===== config.mk =====
export PLATFORM = sky130hd
export DESIGN_NAME = tcdu_top
export DESIGN_NICKNAME = d
export VERILOG_FILES = /design/src/verilog/tcdu_pkg.sv /design/src/verilog/tcdu_top.sv /design/src/verilog/tcdu_trace.sv
export VERILOG_INCLUDE_DIRS = /design/src /design/src/verilog
export SDC_FILE = /design/constraint.sdc
export NUM_CORES = 1
export LEC_CHECK = 0
export ABC_CLOCK_PERIOD_IN_PS = 6560
export BUFFER_PORTS_ARGS = -buffer_cell sky130_fd_sc_hd__buf_4
export CORE_MARGIN = 4
export CORE_UTILIZATION = 30
export CTS_CLUSTER_SIZE = 24
export DETAILED_ROUTE_END_ITERATION = 8
export PLACE_DENSITY = 0.41
export SETUP_SLACK_MARGIN = 0.2
export SLEW_MARGIN = 20
export SYNTH_ARGS = -nofsm -noshare
export SYNTH_HDL_FRONTEND = slang
export SYNTH_SLANG_ARGS = --single-unit

===== constraint.sdc =====
create_clock -name sys_clk -period 6.56 [get_ports sys_clk]
set_input_delay 1.64 -clock sys_clk [delete_from_list [all_inputs] [get_ports sys_clk]]
set_output_delay 1.64 -clock sys_clk [all_outputs]
set_load 0.02 [all_outputs]

===== src/verilog/tcdu_consts.svh =====
// tcdu_consts.svh: constants of the two-wire cpu debug unit
// assumes inclusion by bare name from the package and modules
`ifndef TCDU_CONSTS_SVH
`define TCDU_CONSTS_SVH
// shift lengths per debug instruction
`define TCDU_IR_LEN    6'd4
`define TCDU_RES_LEN   6'd9
`define TCDU_PC_LEN    6'd24
`define TCDU_TRC_LEN   6'd48
`define TCDU_SH_W      6'd48
// debug instruction codes
`define TCDU_I_NOOP    4'h0
`define TCDU_I_HRQ_ON  4'h1
`define TCDU_I_HRQ_OFF 4'h2
`define TCDU_I_USTEP   4'h3
`define TCDU_I_DSTEP   4'h4
`define TCDU_I_PSW_ON  4'h5
`define TCDU_I_PSW_OFF 4'h6
`define TCDU_I_READ_PROGRAM_COUNTER_INSTR  4'h7
`define TCDU_I_TRG_LO  4'h8
`define TCDU_I_TRG_HI  4'h9
`define TCDU_I_TRG_OFF 4'hA
`define TCDU_I_TRACE   4'hB
// trigger modes
`define TCDU_TM_OFF    2'h0
`define TCDU_TM_SINGLE 2'h1
`define TCDU_TM_RANGE  2'h2
// breakpoint trap opcode
`define TCDU_TRAP_OP   8'hA5
// trace buffer depth and full record count
`define TCDU_TRC_DEPTH 8
`define TCDU_TRC_FULL  4'h8
// reset values
`define TCDU_KEY_RST   32'h0
`define TCDU_SH_RST    48'h0
`endif


===== src/verilog/tcdu_pkg.sv =====
// tcdu_pkg.sv: types of the two-wire cpu debug unit
// assumes tcdu_consts.svh on the include path
`include "tcdu_consts.svh"
package tcdu_pkg;
   typedef enum logic [1:0] {
      TAP_IDLE, TAP_SEL, TAP_SHIR, TAP_SHDR
   } tcdu_tap_t;

   typedef struct packed {
      logic [`TCDU_TRC_DEPTH-1:0][47:0] mem;
      logic [2:0]  wr;
      logic [2:0]  rd;
      logic [3:0]  cnt;
      logic [23:0] last;
   } tcdu_trc_t;

   typedef struct packed {
      logic        tck_s1, tck_s2, tck_s3;
      logic        dio_s1, dio_s2;
      logic        rsp_s1, rsp_s2, rsp_s3;
      logic [31:0] key;
      logic        enabled;
      tcdu_tap_t   tap;
      logic        arm;
      logic [3:0]  instr;
      logic [47:0] sh;
      logic [5:0]  cnt;
      logic [5:0]  len;
      logic        dout;
      logic        oe_b;
      logic        hold_rst;
      logic        hreq;
      logic        ustep;
      logic        dstep;
      logic        step;
      logic [7:0]  fed;
      logic        pswr;
      logic [7:0]  result;
      logic [23:0] trg_lo;
      logic [23:0] trg_hi;
      logic [1:0]  trg_mode;
   } tcdu_st_t;
endpackage


===== src/verilog/tcdu_top.sv =====
// tcdu_top.sv: two-wire cpu debug unit, device side
// assumes core strobes on sys_clk; pins are asynchronous
//
// Operation
// - data pin carries both shift data and tap state control
// - shift states sample the data pin on the clock's falling edge
// - key shifted while reset pin low; interface enabled at release
// - entry clock and data share the serial debug pins
// - only the exact 32-bit key enables two-wire debug
// - instrumentation off bit set disables, clear enables; trap opcode and trigger hits still raise halt request while set
// - entry holds cpu and watchdog in reset until halt request on
// - status shifts out while an instruction shifts in
// - read pc returns pc; short mode gives only low 16 bits
// - halt request on raises halt request; ack visible in status
// - halt request off drops halt request; ack visible likewise
// - user step pulses step until first fetch, one instruction
// - debugger step feeds instructions written to result register
// - program write on/off redirects data writes to program space
// - trap opcode puts core in debug mode with halt acknowledge
// - triggers halt on single address or address range match
// - accumulator reads come back via result with no-op
// - each change of flow stores old last pc and new first pc
// - serial clock is asynchronous; crossings are synchronised
`timescale 1ns/1ns
`include "tcdu_consts.svh"
module tcdu_top #(
   parameter logic [31:0] ENTRY_KEY = 32'h5A5A_0F0F // arbitrary value
) (
   input  wire logic        sys_clk,
   input  wire logic        rst_b,
   input  wire logic        reset_pin_b,
   input  wire logic        entry_clock_pin,
   input  wire logic        entry_data_in,
   output      logic        entry_data_out,
   output      logic        entry_data_oe_b,
   input  wire logic        instrumentation_off_bit,
   input  wire logic        halt_acknowledge,
   input  wire logic        short_counter_mode,
   input  wire logic [23:0] cpu_pc,
   input  wire logic        cpu_fetch_done,
   input  wire logic        cpu_cof,
   input  wire logic        cpu_exec,
   input  wire logic [7:0]  cpu_opcode,
   input  wire logic [7:0]  cpu_acc,
   input  wire logic        bus_valid,
   input  wire logic [23:0] bus_addr,
   output      logic        two_wire_enabled,
   output      logic        debug_hold_reset,
   output      logic        halt_request,
   output      logic        single_step_pulse,
   output      logic        fed_instr_mode,
   output      logic [7:0]  fed_instr,
   output      logic        prog_write_redirect
);
   import tcdu_pkg::*;

   //--------------------------------------------------
   // state and helpers
   //--------------------------------------------------
   tcdu_st_t    s_r;
   tcdu_st_t    s_nxt;
   logic        trc_pop;
   logic [47:0] trc_head;
   logic        trc_empty;
   logic        ck_rise;
   logic        ck_fall;
   logic        rp_rise;
   logic [47:0] shin;
   logic [47:0] din;
   logic [23:0] pc_view;
   logic [3:0]  status;
   logic        trg_hit;

   // edges seen on the second synchroniser stage
   assign ck_rise = s_r.tck_s2 & ~s_r.tck_s3;
   assign ck_fall = ~s_r.tck_s2 & s_r.tck_s3;
   assign rp_rise = s_r.rsp_s2 & ~s_r.rsp_s3;

   // pc as seen by the debugger
   assign pc_view = short_counter_mode ? {8'h00, cpu_pc[15:0]}
                                       : cpu_pc;

   // status word shifted out with each instruction
   assign status = {halt_acknowledge, s_r.hreq,
                    s_r.dstep | s_r.ustep, s_r.pswr};

   // shift register after one more incoming bit
   assign shin = {s_r.dio_s2, s_r.sh[47:1]};

   // received value right aligned
   assign din = shin >> (`TCDU_SH_W - s_r.len);

   // single or range trigger on bus addresses
   always_comb
   begin
      trg_hit = 1'b0;
      case (s_r.trg_mode)
         `TCDU_TM_SINGLE: trg_hit = bus_addr == s_r.trg_lo;
         `TCDU_TM_RANGE:  trg_hit = bus_addr >= s_r.trg_lo &&
                                    bus_addr <= s_r.trg_hi;
         default:         trg_hit = 1'b0;
      endcase
   end

   // trace read pops the oldest record at dr load
   assign trc_pop = s_r.enabled && s_r.tap == TAP_SEL && ck_rise &&
                    s_r.dio_s2 && s_r.instr == `TCDU_I_TRACE;

   //--------------------------------------------------
   // trace buffer
   //--------------------------------------------------
   tcdu_trace u_trace (
      .sys_clk (sys_clk),
      .rst_b   (rst_b),
      .fetch   (cpu_fetch_done),
      .cof     (cpu_cof),
      .pc      (cpu_pc),
      .pop     (trc_pop),
      .head    (trc_head),
      .empty   (trc_empty)
   );

   //--------------------------------------------------
   // next state
   //--------------------------------------------------
   always_comb
   begin
      s_nxt = s_r;
      // two-flop synchronisers on the pins
      s_nxt.tck_s1 = entry_clock_pin;
      s_nxt.tck_s2 = s_r.tck_s1;
      s_nxt.tck_s3 = s_r.tck_s2;
      s_nxt.dio_s1 = entry_data_in;
      s_nxt.dio_s2 = s_r.dio_s1;
      s_nxt.rsp_s1 = reset_pin_b;
      s_nxt.rsp_s2 = s_r.rsp_s1;
      s_nxt.rsp_s3 = s_r.rsp_s2;

      // entry key shifted on the shared pins under reset
      if (!s_r.rsp_s2)
      begin
         s_nxt.enabled = 1'b0;
         s_nxt.tap     = TAP_IDLE;
         s_nxt.oe_b    = 1'b1;
         if (ck_rise)
         begin
            s_nxt.key = {s_r.key[30:0], s_r.dio_s2};
         end
      end
      else if (rp_rise)
      begin
         s_nxt.enabled  = s_r.key == ENTRY_KEY;
         s_nxt.hold_rst = s_r.key == ENTRY_KEY;
         s_nxt.key      = `TCDU_KEY_RST;
      end
      else if (s_r.enabled)
      begin
         case (s_r.tap)
            // control bit sampled on rising edge
            TAP_IDLE:
            begin
               if (ck_rise && s_r.dio_s2)
               begin
                  s_nxt.tap = TAP_SEL;
               end
            end
            // choose instruction or data shift
            TAP_SEL:
            begin
               if (ck_rise)
               begin
                  s_nxt.arm = 1'b0;
                  if (!s_r.dio_s2)
                  begin
                     s_nxt.tap = TAP_SHIR;
                     s_nxt.len = `TCDU_IR_LEN;
                     s_nxt.sh  = {44'h0, status};
                  end
                  else
                  begin
                     s_nxt.tap = TAP_SHDR;
                     case (s_r.instr)
                        `TCDU_I_READ_PROGRAM_COUNTER_INSTR:
                        begin
                           s_nxt.len = `TCDU_PC_LEN;
                           s_nxt.sh  = {24'h0, pc_view};
                        end
                        `TCDU_I_TRACE:
                        begin
                           s_nxt.len = `TCDU_TRC_LEN;
                           s_nxt.sh  = trc_empty ? `TCDU_SH_RST
                                                 : trc_head;
                        end
                        `TCDU_I_TRG_LO, `TCDU_I_TRG_HI:
                        begin
                           s_nxt.len = `TCDU_PC_LEN;
                           s_nxt.sh  = `TCDU_SH_RST;
                        end
                        default:
                        begin
                           s_nxt.len = `TCDU_RES_LEN;
                           s_nxt.sh  = {39'h0, ~halt_acknowledge,
                                        s_r.result};
                        end
                     endcase
                  end
                  s_nxt.cnt = s_nxt.len;
               end
            end
            // data sampled on falling edge
            TAP_SHIR, TAP_SHDR:
            begin
               if (ck_rise && s_r.arm)
               begin
                  s_nxt.oe_b = 1'b1;
               end
               if (ck_fall && !s_r.arm)
               begin
                  s_nxt.arm  = 1'b1;
                  s_nxt.dout = s_r.sh[0];
                  s_nxt.oe_b = 1'b0;
               end
               else if (ck_fall)
               begin
                  s_nxt.sh  = shin;
                  s_nxt.cnt = s_r.cnt - 6'd1;
                  s_nxt.dout = s_r.sh[1];
                  s_nxt.oe_b = 1'b0;
                  if (s_r.cnt == 6'd1)
                  begin
                     s_nxt.oe_b = 1'b1;
                     s_nxt.tap  = TAP_IDLE;
                  end
               end
               // instruction update
               if (ck_fall && s_r.arm && s_r.cnt == 6'd1 &&
                   s_r.tap == TAP_SHIR && !instrumentation_off_bit)
               begin
                  s_nxt.instr = din[3:0];
                  case (din[3:0])
                     `TCDU_I_NOOP:
                        s_nxt.result = cpu_acc;
                     `TCDU_I_HRQ_ON:
                     begin
                        s_nxt.hreq     = 1'b1;
                        s_nxt.hold_rst = 1'b0;
                     end
                     `TCDU_I_HRQ_OFF:
                     begin
                        s_nxt.hreq  = 1'b0;
                        s_nxt.ustep = 1'b0;
                        s_nxt.dstep = 1'b0;
                     end
                     `TCDU_I_USTEP:
                     begin
                        s_nxt.ustep = 1'b1;
                        s_nxt.dstep = 1'b0;
                     end
                     `TCDU_I_DSTEP:
                     begin
                        s_nxt.dstep = 1'b1;
                        s_nxt.ustep = 1'b0;
                     end
                     `TCDU_I_PSW_ON:  s_nxt.pswr = 1'b1;
                     `TCDU_I_PSW_OFF: s_nxt.pswr = 1'b0;
                     `TCDU_I_TRG_OFF:
                        s_nxt.trg_mode = `TCDU_TM_OFF;
                     default: s_nxt.result = s_r.result;
                  endcase
               end
               // data update
               if (ck_fall && s_r.arm && s_r.cnt == 6'd1 &&
                   s_r.tap == TAP_SHDR && !instrumentation_off_bit)
               begin
                  case (s_r.instr)
                     `TCDU_I_DSTEP:
                     begin
                        s_nxt.result = din[7:0];
                        s_nxt.fed    = din[7:0];
                        s_nxt.step   = halt_acknowledge;
                     end
                     `TCDU_I_USTEP:
                        s_nxt.step = halt_acknowledge;
                     `TCDU_I_TRG_LO:
                     begin
                        s_nxt.trg_lo   = din[23:0];
                        s_nxt.trg_mode = `TCDU_TM_SINGLE;
                     end
                     `TCDU_I_TRG_HI:
                     begin
                        s_nxt.trg_hi   = din[23:0];
                        s_nxt.trg_mode = `TCDU_TM_RANGE;
                     end
                     default: s_nxt.step = s_r.step;
                  endcase
               end
            end
            default: s_nxt.tap = TAP_IDLE;
         endcase
      end

      // step held until the first fetch completes
      if (s_r.step && cpu_fetch_done)
      begin
         s_nxt.step = 1'b0;
      end

      // trap opcode and trigger hits stop the core, set wins
      if (s_r.enabled && cpu_exec && cpu_opcode == `TCDU_TRAP_OP)
      begin
         s_nxt.hreq = 1'b1;
      end
      if (s_r.enabled && bus_valid && trg_hit)
      begin
         s_nxt.hreq = 1'b1;
      end
   end

   //--------------------------------------------------
   // state register
   //--------------------------------------------------
   always_ff @(posedge sys_clk or negedge rst_b)
   begin
      if (!rst_b)
      begin
         s_r      <= '0;
         s_r.tap  <= TAP_IDLE;
         s_r.oe_b <= 1'b1;
         // pin idles high: no false release edge after reset
         s_r.rsp_s1 <= 1'b1;
         s_r.rsp_s2 <= 1'b1;
         s_r.rsp_s3 <= 1'b1;
      end
      else
      begin
         s_r <= s_nxt;
      end
   end

   //--------------------------------------------------
   // outputs straight from state
   //--------------------------------------------------
   assign entry_data_out      = s_r.dout;
   assign entry_data_oe_b     = s_r.oe_b;
   assign two_wire_enabled    = s_r.enabled;
   assign debug_hold_reset    = s_r.hold_rst;
   assign halt_request        = s_r.hreq;
   assign single_step_pulse   = s_r.step;
   assign fed_instr_mode      = s_r.dstep;
   assign fed_instr           = s_r.fed;
   assign prog_write_redirect = s_r.pswr;
endmodule // tcdu_top


===== src/verilog/tcdu_trace.sv =====
// tcdu_trace.sv: change-of-flow trace buffer
// assumes fetch and flow strobes from the core on sys_clk
`timescale 1ns/1ns
`include "tcdu_consts.svh"
module tcdu_trace (
   input  wire logic        sys_clk,
   input  wire logic        rst_b,
   input  wire logic        fetch,
   input  wire logic        cof,
   input  wire logic [23:0] pc,
   input  wire logic        pop,
   output      logic [47:0] head,
   output      logic        empty
);
   import tcdu_pkg::*;
   tcdu_trc_t tr_r;
   tcdu_trc_t tr_nxt;
   logic      push;
   logic      take;

   // oldest record and fill state
   assign head  = tr_r.mem[tr_r.rd];
   assign empty = (tr_r.cnt == 4'h0);

   // ring of records, oldest overwritten when full
   always_comb
   begin
      tr_nxt = tr_r;
      push   = fetch & cof;
      take   = pop & (tr_r.cnt != 4'h0);
      if (fetch)
      begin
         tr_nxt.last = pc;
      end
      if (push)
      begin
         tr_nxt.mem[tr_r.wr] = {tr_r.last, pc};
         tr_nxt.wr = tr_r.wr + 3'h1;
      end
      if (push && tr_r.cnt == `TCDU_TRC_FULL)
      begin
         tr_nxt.rd = tr_r.rd + 3'h1;
      end
      else if (push && !take)
      begin
         tr_nxt.cnt = tr_r.cnt + 4'h1;
      end
      else if (take && !push)
      begin
         tr_nxt.rd  = tr_r.rd + 3'h1;
         tr_nxt.cnt = tr_r.cnt - 4'h1;
      end
      else if (take)
      begin
         tr_nxt.rd = tr_r.rd + 3'h1;
      end
   end

   // state register
   always_ff @(posedge sys_clk or negedge rst_b)
   begin
      if (!rst_b)
      begin
         tr_r <= '0;
      end
      else
      begin
         tr_r <= tr_nxt;
      end
   end
endmodule // tcdu_trace


==> metrics.md, run 1 <==
| Metric | Value |
|---|---|
| Status | `completed` |
| Clock buffer depth | `3` |
| Worst path cell trace | `inv_1 > ha_2 > buf_4 > mux4_2 > mux2i_1 > nor3_1 > a221o_1 > nor2_1 > nor4b_2 > a311o_1` |
| Clock power frac | `0.317` |
| CTS Buf Count | `72` |
| Initial core utilization | `0.3024` |
| Crit path DAT | `4.91 ns` |
| Period Utilization, post-route | `0.6639` |
| Gr usage total | `0.1635` |
| Critical Path Start Type | `flop` |
| Number of global-route vias before repair | `20430` |
| I/O Buffers | `91` |
| Clk sinks | `599` |
| Worst hold path class | `flop to flop` |
| Wire length on met1 | `40950 um` |
| CP max-delay cell | `ha_2` |
| Synthesized flop and latch total | `599` |
| # setup viols final | `0` |
| GRT overflow | `0` |
| Clock root cell | `clkbuf_16` |
| Critical path data required time | `7.11 ns` |
| Final Max Slew Viols | `0` |
| Power consumption | `0.01305 W` |
| Rows | `115` |
| Max layer used | `met4` |
| Max-cap violations | `0` |
| Cell-internal power | `0.009388 W` |
| H-tree depth | `3` |
| Met3 WL | `3170 um` |
| Final hold viol count | `0` |
| RSZ-0062 raised after global routing | `no` |
| Comb power frac | `0.254` |
| Most frequent cells in the layout | `591 x dfrtp_1, 443 x mux2_2, 195 x nand2_1, 168 x o21ai_0, 125 x mux4_2` |
| Vias/cell | `5.132` |
| Postcts setup bufs | `0` |
| CP peak stage delay | `1.03 ns` |
| Post-synthesis sequential area ratio | `0.5039` |
| Tightest Pin Transition | `1.060 ns` |
| Max transition margin | `0.2934` |
| Count of TritonRoute iterations in the first routing pass | `5` |
| Initial antenna violation count | `4` |
| Layout Nets | `2528` |
| Leading area contributor after synthesis | `dfrtp_1` |
| Largest net degree at the start of global routing | `151` |
| Most used DFF post-synth | `dfrtp_1` |
| Average wire per standard cell | `22.57 um` |
| WP buf/inv | `2` |
| Share of cells above drive strength 1 | `0.3441` |
| Worst IR Drop VDD | `0.0002440 V` |
| Power density cells | `381.0 mW/mm^2` |
| TritonCTS clock tree | `done` |
| Synth unique cells | `72` |
| Drt total wl | `84330 um` |
| Number of synthesized flops with an enable pin | `0` |
| Die height | `323.0 um` |
| Leakage | `14.32 nW` |
| Post-Place Cells | `3604` |
| # hold bufs at CTS | `0` |
| Post-cts resize count | `0` |
| Post-synthesis async set-or-reset flop share | `1.000` |
| Syn Nets | `2512` |
| Reg clk slew, reported paths | `0.06 ns` |
| Synth-to-Final Area Change | `15.09%` |
| Sw Ratio | `0.2806` |
| Vias post-DR | `19180` |
| Max Clock Skew | `0.01103 ns` |
| Synth warn | `0` |
| Top delay family on crit path | `adder cells` |
| Synth top area cells | `dfrtp_1 50%, mux2_2 17%, mux4_2 9.5%` |
| Top-area cell type share of the netlist area | `0.5003` |
| Worst-path fanout max | `49` |
| Post-DRT Antenna Nets | `0` |
| Commonest non-fill, non-tap cell in the layout | `dfrtp_1` |
| Reg power frac | `0.429` |
| Io pins | `92` |
| CP Class | `flop to flop` |
| DRT iter0 DRCs | `1201` |
| Syn Std Cell Area | `0.02976 mm^2` |
| Syn_area_per_cell | `12.52 um^2` |
| Residual DRC count | `0` |
| Switch Pwr | `0.003661 W` |
| Dpl hpwl | `53980 um` |
| Final GP Congestion | `0.7997` |
| Finished Layout Cells | `3737` |
| Placeable Area | `0.09842 mm^2` |
| Achievable Freq | `0.2296 GHz` |
| Element type at the critical path end | `flop` |
| Final min period | `4.355 ns` |
| Setup TNS | `0 ns` |
| Die width | `323.0 um` |
| Fill cells | `9783` |
| Area of the die | `0.1043 mm^2` |
| Clk Latency, worst-skew pair | `0.62 ns` |
| Post-synthesis cell count | `2376` |
| WL met2 | `38190 um` |
| Global-route wire length before repair | `130400 um` |
## flip-flops by register name, summed over array words and instances (netlist names)
signal and flops:
entry_data_oe_b 1, s_r 160, fed_instr 8, halt_request 1, fed_instr_mode 1, entry_data_out 1, prog_write_redirect 1, debug_hold_reset 1
two_wire_enabled 1, u_trace.tr_r 418, s_nxt 5, single_step_pulse 1
## metrics by stage
step                utilization  instance area (um^2)  hold WS (ns)  setup WS (ns)
finish                   0.3480                 34250        0.3471          2.205
global route             0.3479                 34240        0.3621          1.920
floorplan                     -                 29760        0.3312          2.145
global placement         0.3225                 31740        0.3365          1.910
CTS                      0.3476                 34210        0.3497          2.234
detailed placement       0.3225                 31740        0.3372          1.844
## logic make-up (layout without fill, tap and decap cells)
kind of cell               count (synthesis)  in the layout  share of synthesized area
adders and majority gates                 60             60                    0.02548
xor gates and xnor gates                  13             13                   0.003826
and+or+nand+nor                          412            412                    0.06361
AOI/OAI and AO/OA                        387            387                    0.07926
buffers and inverters                    255            326                    0.03397
other                                      0              3                          0
muxes                                    650            650                     0.2900
DFF                                      599            599                     0.5039
## synth_stat cells, types with 4 or more instances
library cell and instances:
inv_1 65, nand3_1 25, mux2_2 443, or4_1 4, a31oi_1 8, buf_2 7, mux4_2 125, nand2b_1 9
o211ai_1 11, nor3_1 19, dfrtp_1 595, clkbuf_1 125, buf_1 47, nand4b_1 5, and2_1 4, a22oi_1 10
o21a_1 26, a221o_1 11, mux2i_1 81, and3_1 9, xor2_1 4, xnor2_1 9, nor4_1 5, a21oi_1 75
a211oi_1 14, nor3b_1 4, dfstp_2 4, nand3b_1 4, buf_4 8, nand4_1 11, nor2_1 84, a221oi_1 7
o22ai_1 7, or3_1 7, o21ai_0 168, nor2b_1 14, nand2_1 196, a21o_1 22, ha_1 59
## path summary, 6_finish.rpt
check / start / endpoint / slack, ns / cells after the start
hold / removal: s_nxt[180] / s_nxt[179] / 0.35 / 0
setup reg to reg: s_r[76] / s_r[50] / 2.21 / 10
max in group asynchronous: rst_b / u_trace.tr_r[382] / 4.27 / 2
setup / recovery: s_r[76] / s_r[50] / 2.21 / 10
min in group asynchronous: rst_b / s_r[169] / 0.95 / 1
hold reg to reg: s_nxt[180] / s_nxt[179] / 0.35 / 0
## layout make-up
type	count	area [um^2]	share of cell area
flip-flops and latches	599	15010	0.4382
multi-input cells	1522	13840	0.4040
clock buffers	112	2196	0.06412
well taps	1287	1610	0.04702
repair buffers	131	1066	0.03113
clock inverters	17	276.5	0.008074
inverters	66	247.7	0.007234
diodes	3	7.507	0.0002192
## power by group through the flow
| stage | Sequential, W | Clock, W | Combinational [W] |
|---|---|---|---|
| finish | 0.00559 | 0.00414 | 0.00331 |
| CTS | 0.00560 | 0.00430 | 0.00341 |
| floorplan | 0.00532 | 0 | 0.00263 |
| detailed placement | 0.00566 | 0 | 0.00341 |
| global route | 0.00575 | 0.00444 | 0.00362 |
| global placement | 0.00558 | 0 | 0.00333 |
## metal layers
layer  up-vias  global-route usage
met5         -                   0
met4         0             0.04666
met3       125             0.02590
met2       343              0.2547
met1     10000              0.2364
li1       8708                   -
Power figures use the tool's default switching activity.
==> run 2, diff against run 1 <==
ABC_CLOCK_PERIOD_IN_PS = 4250   (was 6560)
clock period = 4.25 ns   (was 6.56 ns; I/O delays follow)
==> run 2 against run 1 <==
Against the previous run:
- design area up 0.49%
- sequential power grew 55%
- flip-flop and latch count unchanged
- highest routed layer unchanged
- clock skew grew 0.020 ns
- critical path type unchanged
- register-to-register slack got worse by 1.7 ns
- fmax up 17%
- routed wire length rose by 2.3%
==> metrics.md, run 2 (synthesis results as in run 1) <==
| Metric | Value |
|---|---|
| Residual DRC count | `0 (unchanged)` |
| Postcts setup bufs | `0 (unchanged)` |
| Most frequent cells in the layout | `591 x dfrtp_1, 443 x mux2_2, 195 x nand2_1, 168 x o21ai_0, 132 x buf_4 (was 591 x dfrtp_1, 443 x mux2_2, 195 x nand2_1, 168 x o21ai_0, 125 x mux4_2)` |
| GRT overflow | `0 (unchanged)` |
| Post-DRT Antenna Nets | `0 (unchanged)` |
| Clk Latency, worst-skew pair | `0.63 ns (was 0.62 ns)` |
| Final min period | `3.729 ns (was 4.355 ns)` |
| Initial antenna violation count | `1 (was 4)` |
| Power density cells | `578.0 mW/mm^2 (was 381.0 mW/mm^2)` |
| I/O Buffers | `91 (unchanged)` |
| TritonCTS clock tree | `done (unchanged)` |
| CTS Buf Count | `73 (was 72)` |
| Commonest non-fill, non-tap cell in the layout | `dfrtp_1 (unchanged)` |
| Share of cells above drive strength 1 | `0.3475 (was 0.3441)` |
| Tightest Pin Transition | `1.047 ns (was 1.060 ns)` |
| Max transition margin | `0.2948 (was 0.2934)` |
| Status | `completed (unchanged)` |
| Largest register FFs | `418 (unchanged)` |
| Period Utilization, post-route | `0.8775 (was 0.6639)` |
| Worst-path fanout max | `29 (was 49)` |
| Synth-to-Final Area Change | `15.65% (was 15.09%)` |
| Critical path data required time | `4.81 ns (was 7.11 ns)` |
| Crit path DAT | `4.29 ns (was 4.91 ns)` |
| Rows | `115 (unchanged)` |
| Top reg by flops | `u_trace.tr_r (unchanged)` |
| Average wire per standard cell | `22.97 um (was 22.57 um)` |
| # setup viols final | `0 (unchanged)` |
| Die width | `323.0 um (unchanged)` |
| H-tree depth | `3 (unchanged)` |
| Clock buffer depth | `3 (unchanged)` |
| Clk sinks | `599 (unchanged)` |
| Final GP Congestion | `0.8378 (was 0.7997)` |
| Max-cap violations | `0 (unchanged)` |
| CP Class | `flop to flop (unchanged)` |
| Worst IR Drop VDD | `0.0003605 V (was 0.0002440 V)` |
| Dpl hpwl | `56100 um (was 53980 um)` |
| Worst hold path class | `flop to flop (unchanged)` |
| Initial core utilization | `0.3024 (unchanged)` |
| Number of global-route vias before repair | `20560 (was 20430)` |
| Leakage | `14.42 nW (was 14.32 nW)` |
| Clock root cell | `clkbuf_16 (unchanged)` |
| Layout Utilization | `0.3497 (was 0.3480)` |
| Drt total wl | `86240 um (was 84330 um)` |
| Io pins | `92 (unchanged)` |
| RSZ-0062 raised after global routing | `no (unchanged)` |
| DRT iter0 DRCs | `1010 (was 1201)` |
| Final Max Slew Viols | `0 (unchanged)` |
| Placeable Area | `0.09842 mm^2 (unchanged)` |
| Die height | `323.0 um (unchanged)` |
| Post-cts resize count | `0 (unchanged)` |
| Gr usage total | `0.1672 (was 0.1635)` |
| Count of TritonRoute iterations in the first routing pass | `5 (unchanged)` |
| Vias post-DR | `19490 (was 19180)` |
| Element type at the critical path end | `flop (unchanged)` |
| Global-route wire length before repair | `133300 um (was 130400 um)` |
| Critical Path Start Type | `flop (unchanged)` |
| # hold bufs at CTS | `0 (unchanged)` |
| Final setup margin | `0.5207 ns (was 2.205 ns)` |
| Layout Nets | `2550 (was 2528)` |
| Area of the die | `0.1043 mm^2 (unchanged)` |
| Reg-to-reg setup timing slack | `0.52 ns (was 2.21 ns)` |
| Final hold viol count | `0 (unchanged)` |
| Pre-CTS setup slack | `0.5612 ns (was 1.844 ns)` |
| Vias/cell | `5.190 (was 5.132)` |
| Achievable Freq | `0.2681 GHz (was 0.2296 GHz)` |
| Largest net degree at the start of global routing | `105 (was 151)` |
| Setup TNS | `0 ns (unchanged)` |
| Reg clk slew, reported paths | `0.06 ns (about the same)` |
| Max Clock Skew | `0.03137 ns (was 0.01103 ns)` |
==> run 2: cell types whose count changed in the layout (fill, tap and decap cells not counted), sizes merged <==
cell      before  now
bufinv         5    1
clkinv         6   12
diode          3    1
clkinvlp       3    1
inv           69   67
buf          131  152
==> run 2: per-stage QoR <==
| step | cell area (um^2) | hold WS [ns] | total power [W] | instances |
|---|---|---|---|---|
| 2_1_floorplan | 29760 | 0.3312 | 0.01228 | 2376 |
| 3_3_place_gp | 32060 | 0.3410 | 0.01379 | 3625 |
| 3_5_place_dp | 32060 | 0.3450 | 0.01403 | 3625 |
| 4_1_cts | 34380 | 0.3576 | 0.02024 | 3752 |
| 5_1_grt | 34410 | 0.3671 | 0.02103 | 3753 |
| 6_report | 34410 | 0.3512 | 0.01989 | 3754 |
==> run 2: worst paths after layout <==
check | start | to | cells past startpoint
worst max-delay path | s_r[76] | s_r[56] | 9
worst min-delay path | s_nxt[177] | s_r[177] | 0
min in group asynchronous | rst_b | s_r[168] | 1
max in group asynchronous | rst_b | u_trace.tr_r[239] | 2
worst min register to register | s_nxt[177] | s_r[177] | 0
worst max register to register | s_r[76] | s_r[56] | 9
==> run 2: report_power, final <==
part           switching, W  internal (W)
Combinational       0.00203       0.00314
Clock               0.00250       0.00358
Sequential          0.00109       0.00755
==> run 2: worst max-delay path, stage by stage (launching register included) <==
cell     delay (ns)
dfrtp_1        0.45
inv_1          0.09
ha_2           0.77
buf_4          0.36
mux2i_1        0.13
mux2_4         0.30
a221o_1        0.40
buf_4          0.21
nor4b_2        0.67
a221o_1        0.26
==> run 2: per-layer routing <==
metal | part of all wire | track usage | up-vias
met5 | 0 | 0 | -
met4 | 0.026 | 0.04855 | 0
met3 | 0.045 | 0.02828 | 126
met2 | 0.45 | 0.2621 | 396
met1 | 0.48 | 0.2390 | 10240
li1 | - | - | 8728
==> run 2: layout make-up <==
type | count | area (um^2)
sequential | 599 | 15010
clock buffer | 112 | 2168
inverter | 66 | 247.7
clock inverter | 15 | 153.9
tap | 1287 | 1610
multi-input combinational | 1522 | 13830
fill | 9737 | 64010
timing repair buffer | 152 | 1394
antenna | 1 | 2.502
==> run 3, diff against run 2 <==
ABC_CLOCK_PERIOD_IN_PS = 3400   (was 4250)
PLACE_DENSITY = 0.43   (was 0.41)
clock period = 3.4 ns   (was 4.25 ns; I/O delays follow)
==> run 3 against run 2 <==
Against the previous run:
- fmax is 21% higher
- flip-flop and latch count stayed put
- combinational power is 27% higher
- critical path depth is 2 higher
- register-to-register slack worse by 0.21 ns
- clock skew is 0.011 ns lower
- clock-buffer cell count is 1 lower
- worst setup slack worse by 0.21 ns
- sequential share of layout area is 0.71 points lower
- routed wire length is 0.51% higher
- hold slack worse by 0.13 ns
- largest cell class unchanged
==> metrics.md, run 3 (synthesis results as in run 1) <==
| Metric | Value |
|---|---|
| # hold bufs at CTS | `0 (unchanged)` |
| Setup TNS | `0 ns (unchanged)` |
| Max Clock Skew | `0.02062 ns (was 0.03137 ns)` |
| Largest net degree at the start of global routing | `77 (was 105)` |
| Vias post-DR | `19720 (was 19490)` |
| Clk Latency, worst-skew pair | `0.61 ns (was 0.63 ns)` |
| Gr usage total | `0.1668 (was 0.1672)` |
| Final min period | `3.092 ns (was 3.729 ns)` |
| Top reg by flops | `u_trace.tr_r (unchanged)` |
| Worst IR Drop VDD | `0.0003409 V (was 0.0003605 V)` |
| Post-DRT Antenna Nets | `0 (unchanged)` |
| CP peak stage delay | `0.44 ns (was 0.77 ns)` |
| Achievable Freq | `0.3235 GHz (was 0.2681 GHz)` |
| # setup viols final | `0 (unchanged)` |
| Critical Path Start Type | `flop (unchanged)` |
| Synth-to-Final Area Change | `17.57% (was 15.65%)` |
| I/O Buffers | `91 (unchanged)` |
| Residual DRC count | `0 (unchanged)` |
| RSZ-0062 raised after global routing | `no (unchanged)` |
| Final Max Slew Viols | `0 (unchanged)` |
| Count of TritonRoute iterations in the first routing pass | `5 (unchanged)` |
| Worst path cell trace | `inv_1 > ha_4 > buf_12 > buf_4 > mux4_2 > mux2_4 > a221o_1 > buf_4 > nor3_1 > o21ai_0 > a311o_1 (was inv_1 > ha_2 > buf_4 > mux2i_1 > mux2_4 > a221o_1 > buf_4 > nor4b_2 > a221o_1)` |
| Initial antenna violation count | `2 (was 1)` |
| Final GP Congestion | `0.8513 (was 0.8378)` |
| Clock root cell | `clkbuf_16 (unchanged)` |
| Dpl hpwl | `57930 um (was 56100 um)` |
| Placeable Area | `0.09842 mm^2 (unchanged)` |
| Layout Nets | `2601 (was 2550)` |
| Drt total wl | `86680 um (was 86240 um)` |
| Largest register FFs | `418 (unchanged)` |
| Worst-path fanout max | `10 (was 29)` |
| Max-cap violations | `0 (unchanged)` |
| GRT overflow | `0 (unchanged)` |
| CP Class | `flop to flop (unchanged)` |
| Worst R2R Start | `s_r[76] (unchanged)` |
| WP buf/inv | `4 (was 3)` |
| Clk sinks | `599 (unchanged)` |
| H-tree depth | `3 (unchanged)` |
| CTS Buf Count | `70 (was 73)` |
| Ant. Diodes | `0 (was 1)` |
| Area of the die | `0.1043 mm^2 (unchanged)` |
| Finished Layout Cells | `3805 (was 3754)` |
| R2r worst-path depth | `11 (was 9)` |
| Global-route wire length before repair | `134000 um (was 133300 um)` |
| Reg clk slew, reported paths | `0.06 ns (about the same)` |
| Share of cells above drive strength 1 | `0.3642 (was 0.3475)` |
| Commonest non-fill, non-tap cell in the layout | `dfrtp_1 (unchanged)` |
| Vias/cell | `5.181 (was 5.190)` |
| Period Utilization, post-route | `0.9093 (was 0.8775)` |
| Status | `completed (unchanged)` |
| Reg-to-reg endpoint | `s_r[50] (was s_r[56])` |
| DRT iter0 DRCs | `1129 (was 1010)` |
| Max transition margin | `0.4016 (was 0.2948)` |
| Crit path DAT | `3.58 ns (was 4.29 ns)` |
| Number of global-route vias before repair | `20890 (was 20560)` |
| CP endpoint | `s_r[50] (was s_r[56])` |
| Cell depth of the worst setup path | `11 (was 9)` |
| Top delay family on crit path | `compound AO/OA/AOI/OAI gates (was adder cells)` |
| Critical path data required time | `3.89 ns (was 4.81 ns)` |
| Element type at the critical path end | `flop (unchanged)` |
| Power density cells | `711.5 mW/mm^2 (was 578.0 mW/mm^2)` |
| Die width | `323.0 um (unchanged)` |
| Tightest Pin Transition | `0.8977 ns (was 1.047 ns)` |
| Fill cells | `9594 (was 9737)` |
| Most frequent cells in the layout | `590 x dfrtp_1, 442 x mux2_2, 195 x nand2_1, 174 x buf_4, 167 x o21ai_0 (was 591 x dfrtp_1, 443 x mux2_2, 195 x nand2_1, 168 x o21ai_0, 132 x buf_4)` |
| Leakage | `14.74 nW (was 14.42 nW)` |
| Average wire per standard cell | `22.78 um (was 22.97 um)` |
| TritonCTS clock tree | `done (unchanged)` |
| Final hold viol count | `0 (unchanged)` |
| Critical path startpoint | `s_r[76] (unchanged)` |
| Post-Place Cells | `3671 (was 3625)` |
| Reg-to-reg setup timing slack | `0.31 ns (was 0.52 ns)` |
| CP max-delay cell | `dfrtp_2 (was ha_2)` |
| CP dominant cell by count | `buf_4` |
| Die height | `323.0 um (unchanged)` |
| Worst hold path class | `primary input to asynchronous set/reset pin (was flop to flop)` |
| Io pins | `92 (unchanged)` |
| Clock buffer depth | `3 (unchanged)` |
| Initial core utilization | `0.3024 (unchanged)` |
| Rows | `115 (unchanged)` |
## run 3: worst min-delay path by stage
| stage | from | endpoint | cells after the start |
|---|---|---|---|
| final | rst_b | s_r[161] | 1 |
| after CTS | rst_b | s_r[161] | 1 |
| after global placement | s_nxt[177] | s_r[177] | 0 |
| after detailed placement | s_nxt[177] | s_r[177] | 0 |
| after floorplan | s_nxt[180] | s_nxt[179] | 0 |
| after global routing | rst_b | s_r[161] | 1 |
## run 3: per-layer routing
metal | up-vias | track usage | share of wire
li1 | 8836 | - | -
met2 | 410 | 0.2702 | 0.47
met4 | 2 | 0.04308 | 0.023
met1 | 10350 | 0.2370 | 0.48
met3 | 115 | 0.02209 | 0.033
met5 | - | 0 | 0.00015
## run 3: where the power goes
| group | internal, W | switching (W) |
|---|---|---|
| clock | 0.00454 | 0.00303 |
| sequential | 0.00943 | 0.00131 |
| combinational | 0.00403 | 0.00255 |
| total | 0.0180 | 0.00690 |
## run 3: stage by stage
step                total power [W]  hold WS [ns]  setup slack [ns]  utilization  instance area, um^2
floorplan                   0.01535        0.3312          0.006186            -                29850
global placement            0.01726        0.3404            0.1966       0.3304                32520
detailed placement          0.01758        0.3434            0.1376       0.3304                32520
CTS                         0.02533        0.2334            0.2213       0.3542                34860
global route                0.02630        0.2656            0.2023       0.3555                34990
finish                      0.02490        0.2230            0.3084       0.3555                34990
## run 3: final cells by class
| type | instances | area (um^2) | area share |
|---|---|---|---|
| flip-flops and latches | 599 | 15010 | 0.4290 |
| clock buffers | 111 | 2138 | 0.06112 |
| repair buffers | 206 | 1948 | 0.05568 |
| inverters | 66 | 250.2 | 0.007152 |
| well taps | 1287 | 1610 | 0.04602 |
| multi-input cells | 1522 | 13860 | 0.3961 |
| clock inverters | 14 | 173.9 | 0.004971 |
## run 3: timing repair
action,CTS,global route
endpoints found under the setup margin,7,14
cloned,0,1
resized for setup,2,7
buffers inserted,2,5
pin swaps,3,4
